$ cat config.mk
export PLATFORM = sky130hd
export DESIGN_NAME = dl_latch_if
export DESIGN_NICKNAME = d
export VERILOG_FILES = /design/src/verilog/dl_pkg.sv /design/src/verilog/dl_fifo.sv /design/src/verilog/dl_latch_if.sv
export SDC_FILE = /design/constraint.sdc
export NUM_CORES = 1
export LEC_CHECK = 0
export BUFFER_PORTS_ARGS = -buffer_cell sky130_fd_sc_hd__buf_2
export CAP_MARGIN = 30
export CELL_PAD_IN_SITES_DETAIL_PLACEMENT = 1
export CELL_PAD_IN_SITES_GLOBAL_PLACEMENT = 2
export CORE_MARGIN = 3
export CORE_UTILIZATION = 45
export DETAILED_ROUTE_END_ITERATION = 7
export PLACE_DENSITY = 0.89
export SYNTH_ARGS = -nofsm -noshare
export SYNTH_HDL_FRONTEND = slang
export SYNTH_SLANG_ARGS = --single-unit
$ cat constraint.sdc
create_clock -name SYS_CLK -period 3.9 [get_ports SYS_CLK]
set_clock_uncertainty 0.1 [all_clocks]
set_input_delay 0.39 -clock SYS_CLK [delete_from_list [all_inputs] [get_ports SYS_CLK]]
set_output_delay 0.39 -clock SYS_CLK [all_outputs]
set_load 0.02 [all_outputs]
$ cat src/verilog/dl_pkg.sv
// Shared constants and types for the dual input latch front end
`default_nettype none
package dl_pkg;
    // ==========================================================
    // Word format
    localparam int          DL_WORD_W      = 12;
    localparam int          DL_MSB         = 11;
    localparam int          DL_LSB         = 0;
    localparam logic [11:0] DL_CODE_RESET  = 12'h000;
    // ==========================================================
    // Pipeline and timing
    localparam int          DL_FIFO_DEPTH      = 4;
    localparam int          DL_LATENCY_CLKS    = 4;
    localparam int          DL_PRIME_LEVEL     = DL_LATENCY_CLKS - 1;
    localparam int          DL_SYS_CLK_MHZ     = 100;
    localparam int          DL_MAX_UPDATE_MSPS = 200;
    // ==========================================================
    // Mode strap
    localparam logic        DL_STRAP_DUAL_LEVEL = 1'b1;
    localparam logic        DL_DIV_CLK_RESET    = 1'b0;

    typedef logic [DL_MSB:DL_LSB] dl_code_t;

    typedef struct packed {
        dl_code_t chan_a;
        dl_code_t chan_b;
    } dl_code_pair_t;

    typedef struct packed {
        logic write;
        logic clock;
    } dl_strobe_t;

    typedef enum logic {
        DL_MODE_INTERLEAVED,
        DL_MODE_DUAL
    } dl_mode_t;
endpackage
`default_nettype wire

$ cat src/verilog/dl_fifo.sv
// Small word FIFO used as the converter latch pipeline
`default_nettype none
module dl_fifo #(
    parameter int WIDTH = 12,
    parameter int DEPTH = 4
) (
    input  wire logic                       clk,
    input  wire logic                       rst_n,
    input  wire logic                       en,
    input  wire logic                       in_valid,
    output logic                            in_ready,
    input  wire logic [WIDTH-1:0]           in_data,
    output logic                            out_valid,
    input  wire logic                       out_ready,
    output logic [WIDTH-1:0]                out_data,
    output logic [$clog2(DEPTH+1)-1:0]      level
);
    localparam int PW = $clog2(DEPTH);
    localparam int LW = $clog2(DEPTH+1);
    localparam logic [LW-1:0] FULL_LEVEL = LW'(DEPTH);
    localparam logic [PW-1:0] LAST_PTR   = PW'(DEPTH - 1);

    logic [WIDTH-1:0] mem_r [DEPTH];
    logic [PW-1:0]    wr_ptr_r;
    logic [PW-1:0]    rd_ptr_r;
    logic [LW-1:0]    level_r;
    logic [WIDTH-1:0] data_r;
    wire  logic       push;
    wire  logic       pop;
    wire  logic [PW-1:0] wr_ptr_nxt;
    wire  logic [PW-1:0] rd_ptr_nxt;

    // ==========================================================
    // Handshakes
    assign in_ready   = (level_r != FULL_LEVEL);
    assign out_valid  = (level_r != '0);
    assign push       = en & in_valid & in_ready;
    assign pop        = en & out_ready & out_valid;
    assign wr_ptr_nxt = (wr_ptr_r == LAST_PTR) ? '0 : wr_ptr_r + 1'b1;
    assign rd_ptr_nxt = (rd_ptr_r == LAST_PTR) ? '0 : rd_ptr_r + 1'b1;
    assign out_data   = data_r;
    assign level      = level_r;

    // ==========================================================
    // Storage, no reset needed on the array
    always_ff @(posedge clk) begin
        if (push) begin
            mem_r[wr_ptr_r] <= in_data;
        end
    end

    always_ff @(posedge clk or negedge rst_n) begin
        if (!rst_n) begin
            wr_ptr_r <= '0;
            rd_ptr_r <= '0;
            level_r  <= '0;
            data_r   <= '0;
        end else begin
            if (push) begin
                wr_ptr_r <= wr_ptr_nxt;
            end
            if (pop) begin
                rd_ptr_r <= rd_ptr_nxt;
                data_r   <= mem_r[rd_ptr_r];
            end
            if (push && !pop) begin
                level_r <= level_r + 1'b1;
            end else if (pop && !push) begin
                level_r <= level_r - 1'b1;
            end
        end
    end
endmodule
`default_nettype wire

$ cat src/verilog/dl_latch_if.sv
// Dual input latch front end with dual-bus and interleaved modes
//
// Functional notes
// - Each port takes a 12-bit offset binary word, bit 11 most significant.
// - Converter latches accept updates up to 200 mega-samples per second; here at most one per two SYS_CLK cycles, 50 at 100 MHz.
// - Strap low selects interleaved single bus; strap high selects dual bus.
// - Dual bus: each channel has own port, write and clock, independent.
// - Interleaved: I and Q words arrive on port A; port B word ignored.
// - Write strobe drives the input latch; update clock drives converter latch.
// - Input latch captures its port word on the write strobe rising edge.
// - Written word reaches the converter output exactly 4 clocks later.
// - Interleaved: select high routes to I latch, low to Q latch.
// - Interleaved: the unselected input latch recirculates and keeps its value.
// - Interleaved: both words pass on at the next falling write edge.
// - Interleaved: shared clock is halved before driving converter latches.
// - Pairing reset high holds the divided converter clock low.
// - Interleaved: port B write is select; port B clock is pairing reset.
`default_nettype none
module dl_latch_if (
    input  wire logic               SYS_CLK,
    input  wire logic               RESET_N,
    input  wire logic               CLK_EN,
    input  wire logic               MODE_STRAP,
    input  wire dl_pkg::dl_code_t   PORT_A_DATA_WORD,
    input  wire dl_pkg::dl_code_t   PORT_B_DATA_WORD,
    input  wire dl_pkg::dl_strobe_t PORT_A_STROBES,
    input  wire dl_pkg::dl_strobe_t PORT_B_STROBES,
    output dl_pkg::dl_code_pair_t   CONVERTER_CODES,
    output logic [1:0]              CONVERTER_UPDATE,
    output logic                    DIVIDED_CONVERTER_LATCH_CLOCK
);
    import dl_pkg::*;

    localparam int LW = $clog2(DL_FIFO_DEPTH+1);
    localparam logic [LW-1:0] PRIME = LW'(DL_PRIME_LEVEL);

    // ==========================================================
    // Declarations
    dl_mode_t   mode_r;
    dl_mode_t   mode_nxt;
    logic       wr_a_prev_r;
    logic       wr_b_prev_r;
    logic       ck_a_prev_r;
    logic       ck_b_prev_r;
    dl_code_t   ilat_a_r;
    dl_code_t   ilat_b_r;
    dl_code_t   ilat_a_nxt;
    dl_code_t   ilat_b_nxt;
    dl_code_t   hold_a_r;
    dl_code_t   hold_b_r;
    logic       div_r;
    logic       div_nxt;
    logic [1:0] upd_r;
    logic       dual;

    wire logic     wr_a_rise;
    wire logic     wr_a_fall;
    wire logic     wr_b_rise;
    wire logic     ck_a_rise;
    wire logic     ck_b_rise;
    wire logic     iq_select;
    wire logic     pair_rst;
    wire logic     settled;
    wire logic     div_rise;
    wire logic     adv_a;
    wire logic     adv_b;
    wire dl_code_t src_a;
    wire dl_code_t src_b;
    wire logic     rdy_a;
    wire logic     rdy_b;
    wire logic     pop_a;
    wire logic     pop_b;
    wire logic     push_a;
    wire logic     push_b;
    wire dl_code_t code_a;
    wire dl_code_t code_b;
    wire logic [LW-1:0] lvl_a;
    wire logic [LW-1:0] lvl_b;

    // ==========================================================
    // Mode strap decode, taken by a clocked register and by the settled compare
    always_comb begin
        case (MODE_STRAP)
            DL_STRAP_DUAL_LEVEL: mode_nxt = DL_MODE_DUAL;
            default:             mode_nxt = DL_MODE_INTERLEAVED;
        endcase
    end

    // Strap is treated as static: a change mid-stream just switches paths
    always_comb begin
        case (mode_r)
            DL_MODE_DUAL: dual = 1'b1;
            default:      dual = 1'b0;
        endcase
    end

    // First cycle after reset still runs the reset mode (dual); with the strap low, a pin held high there is no load
    assign settled = (mode_nxt == mode_r);

    // ==========================================================
    // Edge detection on synchronous strobe pins
    // One sample per system clock, so strobes must stay stable one cycle each
    assign wr_a_rise = PORT_A_STROBES.write & ~wr_a_prev_r;
    assign wr_a_fall = ~PORT_A_STROBES.write & wr_a_prev_r;
    assign wr_b_rise = PORT_B_STROBES.write & ~wr_b_prev_r;
    assign ck_a_rise = PORT_A_STROBES.clock & ~ck_a_prev_r;
    assign ck_b_rise = PORT_B_STROBES.clock & ~ck_b_prev_r;

    // Port B pins change meaning in interleaved mode
    assign iq_select = PORT_B_STROBES.write;
    assign pair_rst  = PORT_B_STROBES.clock;

    // ==========================================================
    // Input latches
    // Interleaved: only the port A word is taken, port B word never enters
    assign ilat_a_nxt = dual ? (wr_a_rise ? PORT_A_DATA_WORD : ilat_a_r)
                      : ((wr_a_rise && iq_select) ? PORT_A_DATA_WORD : ilat_a_r);
    assign ilat_b_nxt = dual ? (wr_b_rise ? PORT_B_DATA_WORD : ilat_b_r)
                      : ((wr_a_rise && !iq_select) ? PORT_A_DATA_WORD : ilat_b_r);

    // ==========================================================
    // Divided converter clock for interleaved mode
    // Held low under pairing reset so the first rise lines up with an I/Q pair
    always_comb begin
        if (dual || pair_rst) begin
            div_nxt = DL_DIV_CLK_RESET;
        end else if (ck_a_rise) begin
            div_nxt = ~div_r;
        end else begin
            div_nxt = div_r;
        end
    end
    assign div_rise = div_nxt & ~div_r;

    // ==========================================================
    // Converter pipeline advance and source select
    assign adv_a  = settled & (dual ? ck_a_rise : div_rise);
    assign adv_b  = settled & (dual ? ck_b_rise : div_rise);
    assign src_a  = dual ? ilat_a_r : hold_a_r;
    assign src_b  = dual ? ilat_b_r : hold_b_r;
    assign push_a = adv_a & rdy_a;
    assign push_b = adv_b & rdy_b;
    // Pipeline runs primed at one word short of the latency
    assign pop_a  = adv_a & (lvl_a == PRIME);
    assign pop_b  = adv_b & (lvl_b == PRIME);

    // ==========================================================
    // State registers, frozen while the clock enable is low
    always_ff @(posedge SYS_CLK or negedge RESET_N) begin
        if (!RESET_N) begin
            mode_r      <= DL_MODE_DUAL;
            wr_a_prev_r <= 1'b0;
            wr_b_prev_r <= 1'b0;
            ck_a_prev_r <= 1'b0;
            ck_b_prev_r <= 1'b0;
            div_r       <= DL_DIV_CLK_RESET;
        end else if (CLK_EN) begin
            mode_r      <= mode_nxt;
            wr_a_prev_r <= PORT_A_STROBES.write;
            wr_b_prev_r <= PORT_B_STROBES.write;
            ck_a_prev_r <= PORT_A_STROBES.clock;
            ck_b_prev_r <= PORT_B_STROBES.clock;
            div_r       <= div_nxt;
        end
    end

    always_ff @(posedge SYS_CLK or negedge RESET_N) begin
        if (!RESET_N) begin
            ilat_a_r <= DL_CODE_RESET;
            ilat_b_r <= DL_CODE_RESET;
        end else if (CLK_EN && settled) begin
            ilat_a_r <= ilat_a_nxt;
            ilat_b_r <= ilat_b_nxt;
        end
    end

    // Both interleaved words move on together at the falling write edge
    always_ff @(posedge SYS_CLK or negedge RESET_N) begin
        if (!RESET_N) begin
            hold_a_r <= DL_CODE_RESET;
            hold_b_r <= DL_CODE_RESET;
        end else if (CLK_EN && !dual && wr_a_fall) begin
            hold_a_r <= ilat_a_r;
            hold_b_r <= ilat_b_r;
        end
    end

    always_ff @(posedge SYS_CLK or negedge RESET_N) begin
        if (!RESET_N) begin
            upd_r <= 2'h0;
        end else if (CLK_EN) begin
            upd_r <= {pop_a, pop_b};
        end
    end

    // ==========================================================
    // Converter latch pipelines; output word stays until the next pop
    dl_fifo #(
        .WIDTH (DL_WORD_W),
        .DEPTH (DL_FIFO_DEPTH)
    ) u_pipe_a (
        .clk       (SYS_CLK),
        .rst_n     (RESET_N),
        .en        (CLK_EN),
        .in_valid  (push_a),
        .in_ready  (rdy_a),
        .in_data   (src_a),
        .out_valid (),
        .out_ready (pop_a),
        .out_data  (code_a),
        .level     (lvl_a)
    );

    dl_fifo #(
        .WIDTH (DL_WORD_W),
        .DEPTH (DL_FIFO_DEPTH)
    ) u_pipe_b (
        .clk       (SYS_CLK),
        .rst_n     (RESET_N),
        .en        (CLK_EN),
        .in_valid  (push_b),
        .in_ready  (rdy_b),
        .in_data   (src_b),
        .out_valid (),
        .out_ready (pop_b),
        .out_data  (code_b),
        .level     (lvl_b)
    );

    // ==========================================================
    // Outputs
    assign CONVERTER_CODES.chan_a         = code_a;
    assign CONVERTER_CODES.chan_b         = code_b;
    assign CONVERTER_UPDATE               = upd_r;
    assign DIVIDED_CONVERTER_LATCH_CLOCK  = div_r;
endmodule
`default_nettype wire

==> metrics.md <==
| Metric | Value |
|---|---|
| CP Max Fanout | `12` |
| Post-synth EDFFs | `96` |
| Starting Density | `between 40% and 50%` |
| Crit path required time | `about 4.2 ns` |
| Rows | `47` |
| R2R Path End | `u_pipe_b.level[2]` |
| Cell leakage power | `roughly 3.6 nW` |
| RSZ-0062 raised after global routing | `no` |
| Maxcap violations | `0` |
| Post-synthesis simple-gate area fraction | `3.06%` |
| Synth Area in Compound Gates | `roughly 1.9%` |
| Crit Path Category | `flop to flop` |
| Vias in the first global route | `roughly 4400` |
| GP Congestion | `approximately 0.74` |
| DRC Markers | `0` |
| All-Layer GR Usage | `between 15 and 20%` |
| Crit path arrival time | `about 3.4 ns` |
| Final Hold Viols | `0` |
| Period utilisation layout | `80.9%` |
| Most common flop cell mapped by yosys | `edfxtp_1` |
| TNS Setup | `0 ns` |
| Worst Setup SP | `mode_r` |
| Number of synthesized register bits | `190` |
| Antenna Cells | `0` |
| Number of library cell types mapped by synthesis | `34` |
| Yosys warning count | `0` |
| Area of the die | `18900 um^2` |
| Routed WL per cell | `20.3 um` |
| Setup violations, final | `0` |
| Post-synth top area share | `37.2%` |
| CTS resizes | `0` |
| Reg2Reg Depth | `9` |
| Syn nets | `487` |
| Crit path to | `u_pipe_b.level[2]` |
| Syn_area_per_cell | `about 18 um^2` |
| Cts bufs inserted | `17` |
| RR Startpoint | `mode_r` |
| Rel. slew slack | `40.9%` |
| Root Driver | `clkbuf_16` |
| Max Freq | `317 MHz` |
| Routed vias/inst | `~5.3` |
| Main combinational cell family by area after synthesis | `multiplexers` |
| Pre-Repair DR Iteration Count | `5` |
| Mux share of post-synthesis cell area | `roughly 23%` |
| Post-CTS Setup Inserts | `0` |
| Layout cells sized above 1 | `43.1%` |
| First-pass GRT wire length | `24400 um` |
| Remaining Overflow, GRT | `0` |
| Async set or reset register ratio after synthesis | `49.5%` |
| CORE AREA | `16700 um^2` |
| Die X | `137 um` |
| Die Ht | `137 um` |
| Final nets | `roughly 550` |
| Clk_lat worst skew | `0.43 ns` |
| VDD IR max | `around 0.00036 V` |
| Overall power | `6.00 mW` |
| Number of I/O pins | `59` |
| Power density cells | `about 670 nW/um^2` |
| Synth Area in XOR/XNOR | `0.677%` |
| Final Critical Period | `between 3 and 4 ns` |
| Clock tree buffer depth | `2` |
| Crit path capture type | `flop` |
| WL final | `15000 um` |
| Layout overhead on the synthesized area | `14.9%` |
| Min-Delay Path Class | `primary input to flop` |
| Largest net degree at the start of global routing | `78` |
| CTS sink count | `190` |
| H-tree lvl count | `4` |
| Post-synthesis sequential area ratio | `67.5%` |
| Initial antenna violation count | `0` |
| Synth Area in Adders | `2.45%` |
| CP startpoint kind | `flop` |
| Initial drt markers | `between 200 and 250` |
| Worst Max-Slew Pin Slew | `0.887 ns` |
| Worst R2R Setup Slack | `0.75 ns` |
| Max Slew Vio Count | `0` |
| Hpwl dp | `10100 um` |
| Vias | `roughly 3900` |
| Reg clk slew, reported paths | `0.07 ns` |
| Post-DRT Antenna Nets | `0` |
| Status | `finished clean` |
| Post-Syn Area | `7760 um^2` |
| Yosys top cell by area | `edfxtp_1` |
| IO buf count | `a little under 60` |
| Fillcell total | `about 1600` |
| Syn Inst Count | `441` |
| Top post-synthesis cells by area | `edfxtp_1 37%, dfrtp_1 30%, mux2_2 14%, mux4_2 7.0%, ha_1 1.9%` |
| CTS tree | `built` |
worst min path at each step:
stage                                      end                  from  depth (start not counted)  slack, ns
final                              ilat_a_r[3]   PORT_A_DATA_WORD[3]                          2       0.11
after global placement       u_pipe_b.level[2]     u_pipe_b.level[2]                          1       0.38
after floorplan            CONVERTER_UPDATE[0]               RESET_N                          0     -0.006
after global routing               ilat_a_r[3]   PORT_A_DATA_WORD[3]                          2       0.09
after CTS                 u_pipe_b.out_data[4]               RESET_N                          1       0.06
after detailed placement  u_pipe_b.out_data[5]  u_pipe_b.out_data[5]                          1       0.39
timing repair:
item | CTS | global route
hold buffers | 0 | 1
endpoints found under the setup margin | 0 | 0
hold endpoints to repair | 0 | 10
layer usage:
metal  vias to the layer above  track usage (%)  routed length [um]
met5                         -                0                   0
li1                       1786                -                   -
met4                         0             4.66                 165
met3                        13             4.20                 516
met2                        78             29.3                7720
met1                      2020             23.0                6620
cell type report:
class / count / area, um^2 / area share [%]
tap: 220 / 275 / 3.09
multi-input combinational: 220 / 2400 / 26.9
sequential: 190 / 5240 / 58.7
inverter: 12 / 45.0 / 0.505
clock buffer: 20 / 489 / 5.49
clock inverter: 12 / 96.3 / 1.08
timing repair buffer: 66 / 375 / 4.21
synthesized netlist by cell type (2+ instances only):
master / n
a21oi_1: 14
o32ai_1: 2
buf_6: 2
fa_1: 2
edfxtp_1: 96
mux4_2: 24
o21ai_0: 3
nand3b_1: 2
clkbuf_1: 11
inv_1: 12
nor2_1: 21
ha_1: 12
nand2_1: 5
mux2_2: 96
xor2_1: 4
and2_1: 8
xnor2_1: 2
buf_2: 4
mux2i_1: 12
dfrtp_1: 93
a21o_1: 3
cell families after synthesis:
| logic type | Yosys count |
|---|---|
| xor gates and xnor gates | 6 |
| buffers and inverters | 31 |
| muxes | 133 |
| DFF | 190 |
| and+or+nand+nor | 43 |
| AOI/OAI and AO/OA | 24 |
| adders and majority gates | 14 |
through the flow:
step / std cells / setup WS, ns / hold WS, ns / util, % / area (um^2)
6_report: 740 / 0.745 / 0.114 / 53.4 / 8920
5_1_grt: 740 / 0.514 / 0.0936 / 53.4 / 8920
4_1_cts: 738 / 0.706 / 0.0564 / 53.2 / 8880
3_5_place_dp: 706 / 0.711 / 0.392 / 49.7 / 8290
3_3_place_gp: 706 / 0.938 / 0.382 / 49.7 / 8290
2_1_floorplan: 441 / 1.05 / -0.00559 / - / 7760
where the power goes:
group | switching [mW] | leakage [nW] | internal, mW | total, mW
Clock | 0.771 | 0.291 | 0.925 | 1.70
Sequential | 0.360 | 2.03 | 2.66 | 3.02
Combinational | 0.615 | 1.26 | 0.672 | 1.29
Total | 1.75 | 3.58 | 4.26 | 6.00
registers in the layout, indices dropped and copies added (netlist names), 2 cells and up:
signal             cells
u_pipe_a.wr_ptr_r      2
u_pipe_a.out_data     12
u_pipe_b.mem_r        48
ilat_a_r              12
CONVERTER_UPDATE       2
u_pipe_a.mem_r        48
u_pipe_b.out_data     12
u_pipe_b.level         3
u_pipe_b.rd_ptr_r      2
ilat_b_r              12
hold_a_r              12
u_pipe_a.level         3
hold_b_r              12
u_pipe_b.wr_ptr_r      2
u_pipe_a.rd_ptr_r      2
layout by cell type (no fill, tap or decap), types with 2 or more instances in the layout:
cell type / instances
clkbuf_16: 19
nand2_1: 5
edfxtp_1: 96
and2_1: 8
buf_4: 7
mux2i_1: 12
inv_1: 12
fa_1: 2
clkinv_2: 2
o32ai_2: 2
a21o_1: 3
clkinv_4: 2
buf_2: 57
mux2_2: 96
ha_1: 12
inv_6: 5
xnor2_1: 2
dfrtp_1: 93
mux4_2: 24
o21ai_0: 3
a21oi_1: 14
nor2_1: 21
xor2_1: 4
nand3b_1: 2
critical path, stage by stage, from the launching register on:
cell and delay (ns):
dfstp_2 0.68, nand2_1 0.19, o32ai_2 0.39, a21boi_1 0.53
ha_1 0.29, inv_1 0.07, fa_1 0.38, xor2_1 0.17
nor2_1 0.12, xor2_1 0.16
Power figures use the tool's default switching activity.
